===== config.mk =====
export PLATFORM = sky130hd
export DESIGN_NAME = irt_dual_timer
export DESIGN_NICKNAME = d
export VERILOG_FILES = /design/src/irt_pkg.sv /design/src/irt_dual_timer.sv
export SDC_FILE = /design/constraint.sdc
export NUM_CORES = 1
export LEC_CHECK = 0
export BUFFER_PORTS_ARGS = -buffer_cell sky130_fd_sc_hd__buf_2
export CAP_MARGIN = 40
export CELL_PAD_IN_SITES_DETAIL_PLACEMENT = 0
export CELL_PAD_IN_SITES_GLOBAL_PLACEMENT = 1
export CORE_MARGIN = 4
export CORE_UTILIZATION = 40
export CTS_CLUSTER_DIAMETER = 120
export DETAILED_ROUTE_END_ITERATION = 10
export GPL_TIMING_DRIVEN = 0
export PLACE_DENSITY = 0.74
export SYNTH_ARGS = -nofsm -noshare
export SYNTH_HDL_FRONTEND = slang
export SYNTH_SLANG_ARGS = --single-unit

===== constraint.sdc =====
create_clock -name CLK -period 3.7 [get_ports CLK]
set_input_delay 0.185 -clock CLK [delete_from_list [all_inputs] [get_ports CLK]]
set_output_delay 0.185 -clock CLK [all_outputs]
set_load 0.005 [all_outputs]

===== src/irt_pkg.sv =====
// Constants, register map and carrier types for the dual infrared timer block
package irt_pkg;

  // Register offsets in the timer register bank
  localparam logic [3:0] ADDR_NARROW_CTRL      = 4'h0;
  localparam logic [3:0] ADDR_SHARED_CTRL      = 4'h1;
  localparam logic [3:0] ADDR_WIDE_CTRL        = 4'h2;
  localparam logic [3:0] ADDR_NARROW_LOW_HOLD  = 4'h4;
  localparam logic [3:0] ADDR_NARROW_HIGH_HOLD = 4'h5;
  localparam logic [3:0] ADDR_WIDE_RELOAD_LOW  = 4'h6;
  localparam logic [3:0] ADDR_WIDE_RELOAD_HIGH = 4'h7;
  localparam logic [3:0] ADDR_WIDE_CAP_LOW     = 4'h8;
  localparam logic [3:0] ADDR_WIDE_CAP_HIGH    = 4'h9;
  localparam logic [3:0] ADDR_NARROW_CAP_LOW   = 4'ha;

  // Field positions shared by the control registers
  localparam int BIT_ENABLE  = 7;
  localparam int BIT_TIMEOUT = 5;
  localparam int BIT_RISE    = 1;
  localparam int BIT_FALL    = 0;

  // Reset values
  localparam logic [7:0]  CTRL_RESET = 8'h00;
  localparam logic [7:0]  DATA_RESET = 8'h00;
  localparam logic [15:0] WIDE_RESET = 16'h0000;
  localparam logic [7:0]  READ_IDLE  = 8'h00;

  // Glitch filter lengths in system clock cycles
  localparam logic [3:0] FILTER_NONE  = 4'h1;
  localparam logic [3:0] FILTER_SHORT = 4'h4;
  localparam logic [3:0] FILTER_LONG  = 4'h8;

  // Prescaler masks for divide by 1, 2, 4 and 8
  localparam logic [2:0] DIV1_MASK = 3'h0;
  localparam logic [2:0] DIV2_MASK = 3'h1;
  localparam logic [2:0] DIV4_MASK = 3'h3;
  localparam logic [2:0] DIV8_MASK = 3'h7;

  typedef enum logic [1:0] {LOGIC_AND, LOGIC_OR, LOGIC_NOR, LOGIC_NAND} irt_logic_e;
  typedef enum logic [1:0] {EDGE_FALLING, EDGE_RISING, EDGE_BOTH, EDGE_RESERVED} irt_edge_e;
  typedef enum logic [1:0] {SUB_NORMAL, SUB_ALTERNATING, SUB_FORCE_LOW, SUB_FORCE_HIGH} irt_submode_e;

  typedef struct packed {
    logic       enable;
    logic       single;
    logic       timeout;
    logic [1:0] clk_sel;
    logic       cap_mask;
    logic       to_mask;
    logic       pin_sel;
  } irt_narrow_ctrl_s;

  typedef struct packed {
    logic       edge_mode;
    logic       route;
    logic [1:0] combine;
    logic [1:0] submode;
    logic       rise;
    logic       fall;
  } irt_shared_ctrl_s;

endpackage


===== src/irt_dual_timer.sv =====
// Dual infrared timer: narrow and wide counters, capture, waveform and register bank
//
// Local design decision: the address-and-strobe port.
`timescale 1ns/1ps

module irt_dual_timer
  import irt_pkg::*;
(
  // Clock and resets
  input  wire logic       CLK,
  input  wire logic       RST_B,
  input  wire logic       STOP_RECOVERY,
  // Register port
  input  wire logic [3:0] REG_ADDR,
  input  wire logic [7:0] REG_WDATA,
  input  wire logic       REG_WR,
  input  wire logic       REG_RD,
  output logic      [7:0] REG_RDATA,
  // Pins
  input  wire logic       COMPARATOR_INPUT_PIN,
  input  wire logic       PORT_INPUT_PIN,
  input  wire logic       PORT_DATA_FIRST,
  input  wire logic       PORT_DATA_THIRD,
  output logic            FIRST_TIMER_OUTPUT_PIN,
  output logic            THIRD_TIMER_OUTPUT_PIN,
  // Interrupt requests
  output logic            CAPTURE_IRQ,
  output logic            TIMEOUT_IRQ
);

  irt_narrow_ctrl_s nctl, next_nctl;
  irt_shared_ctrl_s sctl, next_sctl;
  logic        wide_en, wide_single, wide_to;
  logic        next_wide_en, next_wide_to;
  logic [7:0]  n_low_hold, n_high_hold, n_cap;
  logic [15:0] w_hold, w_cap;
  logic [7:0]  n_cnt, next_n_cnt;
  logic [15:0] w_cnt, next_w_cnt;
  logic        n_out, next_n_out, w_out, next_w_out;
  logic [2:0]  pre_cnt;
  logic        filt_lvl;
  logic [3:0]  stab_cnt;

  // Register decode
  wire wr_nctl   = REG_WR && (REG_ADDR == ADDR_NARROW_CTRL);
  wire wr_sctl   = REG_WR && (REG_ADDR == ADDR_SHARED_CTRL);
  wire wr_wctl   = REG_WR && (REG_ADDR == ADDR_WIDE_CTRL);
  wire wr_n_low  = REG_WR && (REG_ADDR == ADDR_NARROW_LOW_HOLD);
  wire wr_n_high = REG_WR && (REG_ADDR == ADDR_NARROW_HIGH_HOLD);
  wire wr_w_low  = REG_WR && (REG_ADDR == ADDR_WIDE_RELOAD_LOW);
  wire wr_w_high = REG_WR && (REG_ADDR == ADDR_WIDE_RELOAD_HIGH);

  wire       demod = sctl.edge_mode;
  wire       alt   = !demod && (irt_submode_e'(sctl.submode) == SUB_ALTERNATING);

  // Prescaler: the free-running divider lets the first tick arrive early
  wire [2:0] pre_mask = (nctl.clk_sel == 2'b00) ? DIV1_MASK :
                        (nctl.clk_sel == 2'b01) ? DIV2_MASK :
                        (nctl.clk_sel == 2'b10) ? DIV4_MASK : DIV8_MASK;
  wire       n_tick   = nctl.enable && ((pre_cnt & pre_mask) == pre_mask);
  wire       w_tick   = wide_en;

  // Input select and glitch filter
  wire       raw_in   = sctl.route ? PORT_INPUT_PIN : COMPARATOR_INPUT_PIN;
  wire [3:0] need     = (sctl.submode == 2'b01) ? FILTER_SHORT :
                        (sctl.submode == 2'b10) ? FILTER_LONG : FILTER_NONE;
  wire [3:0] stab_nxt = stab_cnt + 4'h1;
  wire       flip     = (raw_in != filt_lvl) && (stab_nxt >= need);
  wire       rise_evt = demod && flip && raw_in;
  wire       fall_evt = demod && flip && !raw_in;
  wire       sel_rise = (irt_edge_e'(sctl.combine) == EDGE_RISING) ||
                        (irt_edge_e'(sctl.combine) == EDGE_BOTH);
  wire       sel_fall = (irt_edge_e'(sctl.combine) == EDGE_FALLING) ||
                        (irt_edge_e'(sctl.combine) == EDGE_BOTH);
  wire       det_rise = rise_evt && sel_rise;
  wire       det_fall = fall_evt && sel_fall;
  wire       cap_evt  = det_rise || det_fall;
  wire       n_cap_en = cap_evt && det_rise && nctl.enable;
  wire       w_cap_en = cap_evt && wide_en;

  // Terminal counts and starts
  wire n_term      = n_tick && (demod ? (n_cnt == 8'hff) : (n_cnt == 8'h00));
  wire w_term      = w_tick && (w_cnt == 16'h0000);
  wire pp_to_wide  = alt && n_term;
  wire pp_to_nar   = alt && w_term;
  wire n_load      = (wr_nctl && REG_WDATA[BIT_ENABLE] && !nctl.enable) || pp_to_nar;
  wire w_load      = (wr_wctl && REG_WDATA[BIT_ENABLE] && !wide_en) || pp_to_wide;

  // Wide output forcing and output combining
  wire w_eff = demod ? w_out :
               (irt_submode_e'(sctl.submode) == SUB_FORCE_LOW)  ? 1'b0 :
               (irt_submode_e'(sctl.submode) == SUB_FORCE_HIGH) ? 1'b1 : w_out;
  wire comb_out = (irt_logic_e'(sctl.combine) == LOGIC_AND) ? (n_out & w_eff) :
                  (irt_logic_e'(sctl.combine) == LOGIC_OR)  ? (n_out | w_eff) :
                  (irt_logic_e'(sctl.combine) == LOGIC_NOR) ? ~(n_out | w_eff) :
                  ~(n_out & w_eff);

  // Read mux
  wire [7:0] rd_data = (REG_ADDR == ADDR_NARROW_CTRL)      ? nctl :
                       (REG_ADDR == ADDR_SHARED_CTRL)      ? sctl :
                       (REG_ADDR == ADDR_WIDE_CTRL)        ? {wide_en, wide_single, wide_to, 5'h00} :
                       (REG_ADDR == ADDR_NARROW_LOW_HOLD)  ? n_low_hold :
                       (REG_ADDR == ADDR_NARROW_HIGH_HOLD) ? n_high_hold :
                       (REG_ADDR == ADDR_WIDE_RELOAD_LOW)  ? w_hold[7:0] :
                       (REG_ADDR == ADDR_WIDE_RELOAD_HIGH) ? w_hold[15:8] :
                       (REG_ADDR == ADDR_WIDE_CAP_LOW)     ? w_cap[7:0] :
                       (REG_ADDR == ADDR_WIDE_CAP_HIGH)    ? w_cap[15:8] :
                       (REG_ADDR == ADDR_NARROW_CAP_LOW)   ? n_cap : READ_IDLE;

  // Control register next values; hardware set wins over a write-one clear
  always_comb begin
    next_nctl = nctl;
    if (wr_nctl) begin
      next_nctl         = irt_narrow_ctrl_s'(REG_WDATA);
      next_nctl.timeout = nctl.timeout && !REG_WDATA[BIT_TIMEOUT];
    end else if (n_term && (nctl.single || alt)) begin
      next_nctl.enable = 1'b0;
    end else if (pp_to_nar) begin
      next_nctl.enable = 1'b1;
    end
    if (n_term) begin
      next_nctl.timeout = 1'b1;
    end
    next_sctl = sctl;
    if (wr_sctl) begin
      next_sctl = irt_shared_ctrl_s'(REG_WDATA);
      if (demod) begin
        next_sctl.rise = sctl.rise && !REG_WDATA[BIT_RISE];
        next_sctl.fall = sctl.fall && !REG_WDATA[BIT_FALL];
      end
    end
    if (rise_evt) begin
      next_sctl.rise = 1'b1;
    end
    if (fall_evt) begin
      next_sctl.fall = 1'b1;
    end
    next_wide_en = wide_en;
    if (wr_wctl) begin
      next_wide_en = REG_WDATA[BIT_ENABLE];
    end else if (w_term && (wide_single || alt)) begin
      next_wide_en = 1'b0;
    end else if (pp_to_wide) begin
      next_wide_en = 1'b1;
    end
    next_wide_to = w_term || (wide_to && !(wr_wctl && REG_WDATA[BIT_TIMEOUT]));
  end

  // Narrow counter and waveform
  always_comb begin
    next_n_cnt = n_cnt;
    next_n_out = n_out;
    if (n_load) begin
      next_n_cnt = demod ? 8'h00 : (sctl.rise ? n_high_hold : n_low_hold);
      next_n_out = sctl.rise;
    end else if (!nctl.enable) begin
      next_n_out = !sctl.rise;
    end else if (rise_evt || fall_evt) begin
      next_n_cnt = 8'h00;
    end else if (n_term) begin
      if (!demod) begin
        next_n_out = !n_out;
        next_n_cnt = n_out ? n_low_hold : n_high_hold;
      end
    end else if (n_tick) begin
      next_n_cnt = demod ? n_cnt + 8'h01 : n_cnt - 8'h01;
    end
  end

  // Wide counter and waveform
  always_comb begin
    next_w_cnt = w_cnt;
    next_w_out = w_out;
    if (w_load) begin
      next_w_cnt = w_hold;
      next_w_out = sctl.fall;
    end else if (!wide_en) begin
      next_w_out = !sctl.fall;
    end else if (demod && cap_evt) begin
      next_w_cnt = w_hold;
    end else if (w_term) begin
      next_w_cnt = w_hold;
      next_w_out = demod ? w_out : !w_out;
    end else if (w_tick) begin
      next_w_cnt = w_cnt - 16'h0001;
    end
  end

  always_ff @(posedge CLK) begin
    if (!RST_B) begin
      nctl        <= irt_narrow_ctrl_s'(CTRL_RESET);
      sctl        <= irt_shared_ctrl_s'(CTRL_RESET);
      wide_en     <= 1'b0;
      wide_single <= 1'b0;
      wide_to     <= 1'b0;
    end else if (STOP_RECOVERY) begin
      nctl.enable  <= 1'b0;
      nctl.single  <= 1'b0;
      nctl.pin_sel <= 1'b0;
      sctl.edge_mode <= 1'b0;
      sctl.route     <= 1'b0;
      wide_en        <= 1'b0;
    end else begin
      nctl    <= next_nctl;
      sctl    <= next_sctl;
      wide_en <= next_wide_en;
      wide_to <= next_wide_to;
      if (wr_wctl) begin
        wide_single <= REG_WDATA[6];
      end
    end
  end

  always_ff @(posedge CLK) begin
    if (!RST_B) begin
      n_low_hold  <= DATA_RESET;
      n_high_hold <= DATA_RESET;
      w_hold      <= WIDE_RESET;
    end else begin
      if (wr_n_low) begin
        n_low_hold <= REG_WDATA;
      end
      if (wr_n_high) begin
        n_high_hold <= REG_WDATA;
      end
      if (wr_w_low) begin
        w_hold[7:0] <= REG_WDATA;
      end
      if (wr_w_high) begin
        w_hold[15:8] <= REG_WDATA;
      end
    end
  end

  always_ff @(posedge CLK) begin
    if (!RST_B) begin
      n_cap <= DATA_RESET;
      w_cap <= WIDE_RESET;
    end else begin
      if (n_cap_en) begin
        n_cap <= n_cnt;
      end
      if (w_cap_en) begin
        w_cap <= w_cnt;
      end
    end
  end

  always_ff @(posedge CLK) begin
    if (!RST_B) begin
      n_cnt    <= DATA_RESET;
      w_cnt    <= WIDE_RESET;
      n_out    <= 1'b1;
      w_out    <= 1'b1;
      pre_cnt  <= 3'h0;
      filt_lvl <= 1'b0;
      stab_cnt <= 4'h0;
    end else begin
      n_cnt    <= next_n_cnt;
      w_cnt    <= next_w_cnt;
      n_out    <= next_n_out;
      w_out    <= next_w_out;
      pre_cnt  <= pre_cnt + 3'h1;
      filt_lvl <= flip ? raw_in : filt_lvl;
      stab_cnt <= (raw_in == filt_lvl || flip) ? 4'h0 : stab_nxt;
    end
  end

  // Pins, interrupts and read data all leave from flip-flops
  always_ff @(posedge CLK) begin
    if (!RST_B) begin
      REG_RDATA              <= READ_IDLE;
      FIRST_TIMER_OUTPUT_PIN <= 1'b0;
      THIRD_TIMER_OUTPUT_PIN <= 1'b0;
      CAPTURE_IRQ            <= 1'b0;
      TIMEOUT_IRQ            <= 1'b0;
    end else begin
      REG_RDATA              <= REG_RD ? rd_data : READ_IDLE;
      FIRST_TIMER_OUTPUT_PIN <= nctl.pin_sel ? n_out : PORT_DATA_FIRST;
      THIRD_TIMER_OUTPUT_PIN <= (!demod && sctl.route) ? comb_out : PORT_DATA_THIRD;
      CAPTURE_IRQ            <= nctl.cap_mask && demod && (sctl.rise || sctl.fall);
      TIMEOUT_IRQ            <= nctl.to_mask && nctl.timeout;
    end
  end
endmodule // irt_dual_timer


==> Yosys cells after proc, flatten, opt, wreduce, memory -nomap -nowiden <==
Cells that the tools add are included.
{ "totals": {"register_bits": 121, "inputBits": 21, "out_inout_bits": 12} }
{ "op_classes": {"addsub": 5, "magnitude_cmp": 1, "eq_ne": 27, "mux": 61, "bitwise": 7, "n_reduce_logical": 86} }
{ "ops": {"columns": ["op", "count"], "rows": [
  ["$mux 8", 20],
  ["$mux 16", 4],
  ["$logic_and 1x1->1", 38],
  ["$mux 1", 29],
  ["$eq 4x3->1 const B", 4],
  ["$logic_not 16->1", 1],
  ["$sub 16x1->16 const B", 1],
  ["$reduce_and 2->1", 7],
  ["$eq 4x4->1 const B", 3],
  ["$logic_not 1->1", 12],
  ["$logic_or 1x1->1", 11],
  ["$reduce_bool 2->1", 5],
  ["$mux 3", 3],
  ["$reduce_and 3->1", 3],
  ["$add 8x1->8 const B", 1],
  ["$eq 2x2->1 const B", 4],
  ["$eq 8x8->1 const B", 1],
  ["$logic_not 8->1", 1],
  ["$mux 4", 2],
  ["$sub 8x1->8 const B", 1],
  ["$eq 2x1->1 const B", 3],
  ["$mux 6", 1],
  ["$ne 3x1->1 const B", 2],
  ["$ne 3x2->1 const B", 2],
  ["20 further kinds", 28]
]} }

==> Depth between registers and ports, before layout <==
{ "depth": {"ltp_word": 13, "ltp_mapped": 12} }

==> Worst setup path before layout <==
OpenSTA, ideal clock, no wires.
{ "synth_path": {"path_kind": "register to register", "from": "register stab_cnt[0]", "to": "register w_cnt[15]", "setup_ns": 0.128, "t_arrival_ns": 2.370, "setup_slack_ns": 1.202, "stages_incl_launch_ff": 12, "cell_sequence": "dfxtp_1 ha_1 xor2_1 ha_1 nand3_1 o2bb2ai_1 nand2_1 and3_4 buf_6 buf_6 a31oi_1 o22ai_1"} }
{ "synth_between": {"elab_chain_len": 11, "elab_cells_between_ends": 13} }
{ "synth_lines": {"columns": ["element", "line_no", "text"], "rows": [
  ["from (decl)", "irt_dual_timer.sv:42", "logic [3:0] stab_cnt;"],
  ["from (signal assigned)", "irt_dual_timer.sv:265", "stab_cnt <= (raw_in == filt_lvl || flip) ? 4'h0 : stab_nxt;"],
  ["$add 4x1->4 (*)", "irt_dual_timer.sv:67", "wire [3:0] stab_nxt = stab_cnt + 4'h1;"],
  ["net stab_nxt[2]", "irt_dual_timer.sv:67", null],
  ["$ge 4x4->1 (*)", "irt_dual_timer.sv:68", "wire flip = (raw_in != filt_lvl) && (stab_nxt >= need);"],
  ["$logic_and 1x1->1 (*)", "irt_dual_timer.sv:68", null],
  ["$logic_and 1x1->1 (*)", "irt_dual_timer.sv:69, irt_dual_timer.sv:70", null],
  ["$logic_and 1x1->1, on equally long branches", "irt_dual_timer.sv:69, irt_dual_timer.sv:70", null],
  ["$logic_and 1x1->1, on equally long branches", "irt_dual_timer.sv:75, irt_dual_timer.sv:76", null],
  ["$logic_or 1x1->1 (*)", "irt_dual_timer.sv:77", "wire cap_evt = det_rise || det_fall;"],
  ["$logic_and 1x1->1 (*)", "irt_dual_timer.sv:179", "end else if (demod && cap_evt) begin"],
  ["$mux 16 (*)", "irt_dual_timer.sv:179", null],
  ["$mux 16 (*)", "irt_dual_timer.sv:177", "end else if (!wide_en) begin"],
  ["$mux 16 (*)", "irt_dual_timer.sv:174", "if (w_load) begin"],
  ["to (signal assigned)", "irt_dual_timer.sv:260", "w_cnt <= next_w_cnt;"],
  ["to (decl)", "irt_dual_timer.sv:38", "logic [15:0] w_cnt, next_w_cnt;"]
]} }
The timed path passes the listed nets; every way through them passes the cells marked *. The select of a mux whose other input is x is not followed.
A chain may end at the register's enable or synchronous reset.

==> Worst setup path in the final report <==
{ "layout_path": {"from": "register sctl[2] (netlist name)", "to": "register w_cnt[11]"} }
{ "layout_between": {"elab_chain_len": 13, "elab_cells_between_ends": 20} }
{ "layout_lines": {"columns": ["element", "line_no", "text"], "rows": [
  ["from (decl)", "irt_dual_timer.sv:32", "irt_shared_ctrl_s sctl, next_sctl;"],
  ["from (signal assigned)", "irt_dual_timer.sv:192", "sctl <= irt_shared_ctrl_s'(CTRL_RESET);"],
  ["from (signal assigned)", "irt_dual_timer.sv:205", "sctl <= next_sctl;"],
  ["$eq 2x2->1", "irt_dual_timer.sv:66", "(sctl.submode == 2'b10) ? FILTER_LONG : FILTER_NONE;"],
  ["$mux 4", "irt_dual_timer.sv:66", null],
  ["$mux 4", "irt_dual_timer.sv:65", "wire [3:0] need = (sctl.submode == 2'b01) ? FILTER_SHORT :"],
  ["$ge 4x4->1", "irt_dual_timer.sv:68", null],
  ["$logic_and 1x1->1", "irt_dual_timer.sv:68", null],
  ["$logic_and 1x1->1", "irt_dual_timer.sv:69, irt_dual_timer.sv:70", null],
  ["$logic_and 1x1->1, on equally long branches", "irt_dual_timer.sv:69, irt_dual_timer.sv:70", null],
  ["$logic_and 1x1->1, on equally long branches", "irt_dual_timer.sv:75, irt_dual_timer.sv:76", null],
  ["$logic_or 1x1->1", "irt_dual_timer.sv:77", null],
  ["$logic_and 1x1->1", "irt_dual_timer.sv:179", null],
  ["$mux 16", "irt_dual_timer.sv:179", null],
  ["$mux 16", "irt_dual_timer.sv:177", null],
  ["$mux 16", "irt_dual_timer.sv:174", null]
]} }
Several ways; a longest one is shown, not always the timed one. The select of a mux whose other input is x is not followed.

==> summary.md <==
| Metric | Value |
|---|---|
| Layout cells sized above 1 | `11.9%` |
| Fillers | `roughly 1.6k` |
| Relative slew slack | `42.0%` |
| Met2 wire length | `between 10 and 15 mm` |
| Avg Inst Size Synth | `8.40 sq um` |
| Final Cycle Share | `87.5%` |
| First-pass GRT wire length | `35.8 mm` |
| Unrepaired setup endpoints after global routing | `no` |
| Yosys top cell by area | `dfxtp_1` |
| Post-Syn Nets | `around 840` |
| Design area | `7800 sq um` |
| Slew @ Worst Pin | `0.870 ns` |
| Wl on met1 | `10.6 mm` |
| Leakage | `3.32 nW` |
| Minimum clock period | `3.24 ns` |
| Pwr Total | `3.47 mW` |
| Routed len/inst | `21.4 um` |
| CTS sink cnt | `about 120` |
| Cells on worst reg2reg path | `11` |
| Required time worst endpoint | `3.98 ns` |
| Max_cap viols | `0` |
| Cell variety after synth | `68` |
| Final wirelength | `23.2 mm` |
| Initial Util | `40.6%` |
| I/O Buffers | `28` |
| Number of diodes | `0` |
| #FFs+latches synth | `roughly 120` |
| VDD IR-drop max | `312 uV` |
| Vias | `6,246` |
| IO Count | `33` |
| PD cells | `between 400 and 500 nW/um^2` |
| Post-Syn Area | `~6700 sq um` |
| GR Overflow Total | `0` |
| Row count | `47` |
| Reg2Reg Setup Slack | `around 0.46 ns` |
| Floorplan Core Area | `roughly 17,000 sq um` |
| Post-CTS setup buffers | `0` |
| Drt first pass iters | `6` |
| Iteration-0 DRC Markers | `626` |
| Initial antenna violation count | `0` |
| FF+latch area | `2420 sq um` |
| Final net count | `a little under 900` |
| Predominant post-synthesis flop cell | `dfxtp_1` |
| Clock Pin Slew Worst Setup and Hold Paths | `0.06 ns` |
| Vias/cell | `5.77` |
| Crit. Startpoint | `sctl[2]` |
| Gr usage total | `roughly a quarter` |
| Vias in the first global route | `6,112` |
| Final core occ | `47.2%` |
| Cell count after synthesis | `around 800` |
| Gp weighted congestion | `0.889` |
| Synth top cells by count | `dfxtp_1 (121), nor2_1 (107), mux2i_1 (96)` |
| Share of the synthesized area in the top cell type | `36.1%` |
| Ranking of synthesized cells by area | `dfxtp_1 (36%), mux2i_1 (14%), nor2_1 (6.0%)` |
| Pin count of the biggest net entering global routing | `17` |
| YS warnings | `0` |
| Crit path kind | `flop to flop` |
| Critical Path AT | `3.51 ns` |
| Chip width | `137 um` |
| Hold Crit Class | `input pin to flop` |
| Synth-to-Final Area Change | `16.4%` |
| Post-synth EDFFs | `0` |
| CP startpoint kind | `flop` |
| Placed Area | `between 7000 and 8000 sq um` |
| Final hold vios | `0` |
| Root Driver | `clkbuf_16` |
| Final setup TNS | `0 ns` |
| TritonCTS clock tree | `built` |
| CTS HTree Levels | `4` |
| Die area | `18,900 sq um` |
| Max Clock Freq | `309 MHz` |
| Ys async rst share | `0%` |
| Crit path capture | `w_cnt[11]` |
| Buffer depth of the longest clock path | `2` |
| Worst Setup End Kind | `flop` |
| Outcome | `complete, no violations` |
| Reg2Reg Launch Point | `sctl[2]` |
| Clk_lat worst skew | `0.42 ns` |
| # DRC | `0` |
| RR Endpoint | `w_cnt[11]` |
| CP Max Fanout | `10` |
| Cells after DPL | `1,049` |
| Clock Skews | `between 0.01 and 0.015 ns` |
| DR top layer | `met4` |
| Cell with the most instances after synthesis | `dfxtp_1` |
| Area occupied by multi-input gates | `3950 sq um` |
| Seq/Total Area, Yosys | `36.1%` |
| Final setup viols | `0` |
| Die Span Y | `137 um` |
| Max-slew violations | `0` |
| HPWL Detailed | `roughly 17 mm` |
| Antenna viol nets, final | `0` |
| CTS Buf Count | `17` |
| Non-filler cells, final | `1,082` |
| Met3 wire length | `1.46 mm` |
[metrics by stage]
| stage | setup slack (ns) | hold slack (ns) |
|---|---|---|
| 6_report | 0.464 | 0.0909 |
| 4_1_cts | 0.477 | 0.0770 |
| 2_1_floorplan | 1.20 | 0.316 |
| 5_1_grt | 0.246 | 0.0912 |
| 3_5_place_dp | 0.502 | 0.409 |
| 3_3_place_gp | 0.470 | 0.404 |
[registers in the layout, indices dropped and copies added (netlist names), 4 cells and up]
signal,flops
n_cap,8
n_high_hold,8
REG_RDATA,8
w_cnt,16
stab_cnt,4
w_hold,16
n_cnt,8
w_cap,16
nctl,8
n_low_hold,8
sctl,7
[final cells by class]
cell class	count	area share [%]
Multi-Input combinational cell	604	50.6
Sequential cell	121	31.0
Clock buffer	20	5.85
Tap cell	220	3.53
Buffer	49	3.09
Clock inverter	11	2.50
Timing Repair Buffer	32	2.18
Inverter	25	1.20
[critical path: stages (launching register included)]
cell and delay (ns):
dfxtp_1 0.48, inv_1 0.08, ha_1 0.32, ha_1 0.28, nor3b_1 0.05, o2bb2ai_1 0.64
nand2_1 0.40, and3_4 0.30, buf_6 0.13, buf_6 0.15, mux2i_1 0.17, o22ai_1 0.09
[cells by family after synthesis]
logic type                 after synthesis  share of synthesized area (%)
and+or+nand+nor                        276                           19.5
AOI/OAI and AO/OA                      194                           18.7
DFF                                    121                           36.1
muxes                                  104                           15.7
buffers and inverters                   74                           5.00
adders and majority gates               18                           3.47
xor gates and xnor gates                12                           1.57
[cells in the final DEF (no fill, tap or decap), types with 16 or more instances in the layout]
cell type / n
clkbuf_1: 27
dfxtp_1: 121
a31oi_1: 16
ha_1: 17
nand2_1: 64
o21ai_0: 47
nand3_1: 32
nor2_1: 107
mux2i_1: 96
clkbuf_16: 17
inv_1: 23
buf_2: 40
a21oi_1: 63
[worst min path at each step]
stage / startpoint / to / slack [ns] / depth (start not counted)
finish: REG_WDATA[3] / w_hold[11] / 0.09 / 3
detailed placement: PORT_DATA_THIRD / THIRD_TIMER_OUTPUT_PIN / 0.41 / 3
global route: REG_WDATA[3] / w_hold[11] / 0.09 / 3
floorplan: PORT_DATA_THIRD / THIRD_TIMER_OUTPUT_PIN / 0.32 / 2
CTS: REG_WDATA[3] / w_hold[11] / 0.08 / 3
global placement: PORT_DATA_THIRD / THIRD_TIMER_OUTPUT_PIN / 0.40 / 3
[per-layer routing]
layer	vias to the layer above	global-route usage, %
met5	-	0
met4	0	9.31
met3	41	4.67
met2	245	39.4
met1	2980	34.9
li1	2980	-
[what timing repair did]
item	CTS	global route
hold endpoints to repair	2	0
resized for setup	0	0
hold buffers	2	0
[power by group]
| group | switching [mW] | internal (mW) |
|---|---|---|
| Combinational | 0.184 | 0.0977 |
| Clock | 0.618 | 1.23 |
| Sequential | 0.0199 | 1.32 |
| Total | 0.821 | 2.65 |
Note: power is estimated with default switching activity, not from simulation.
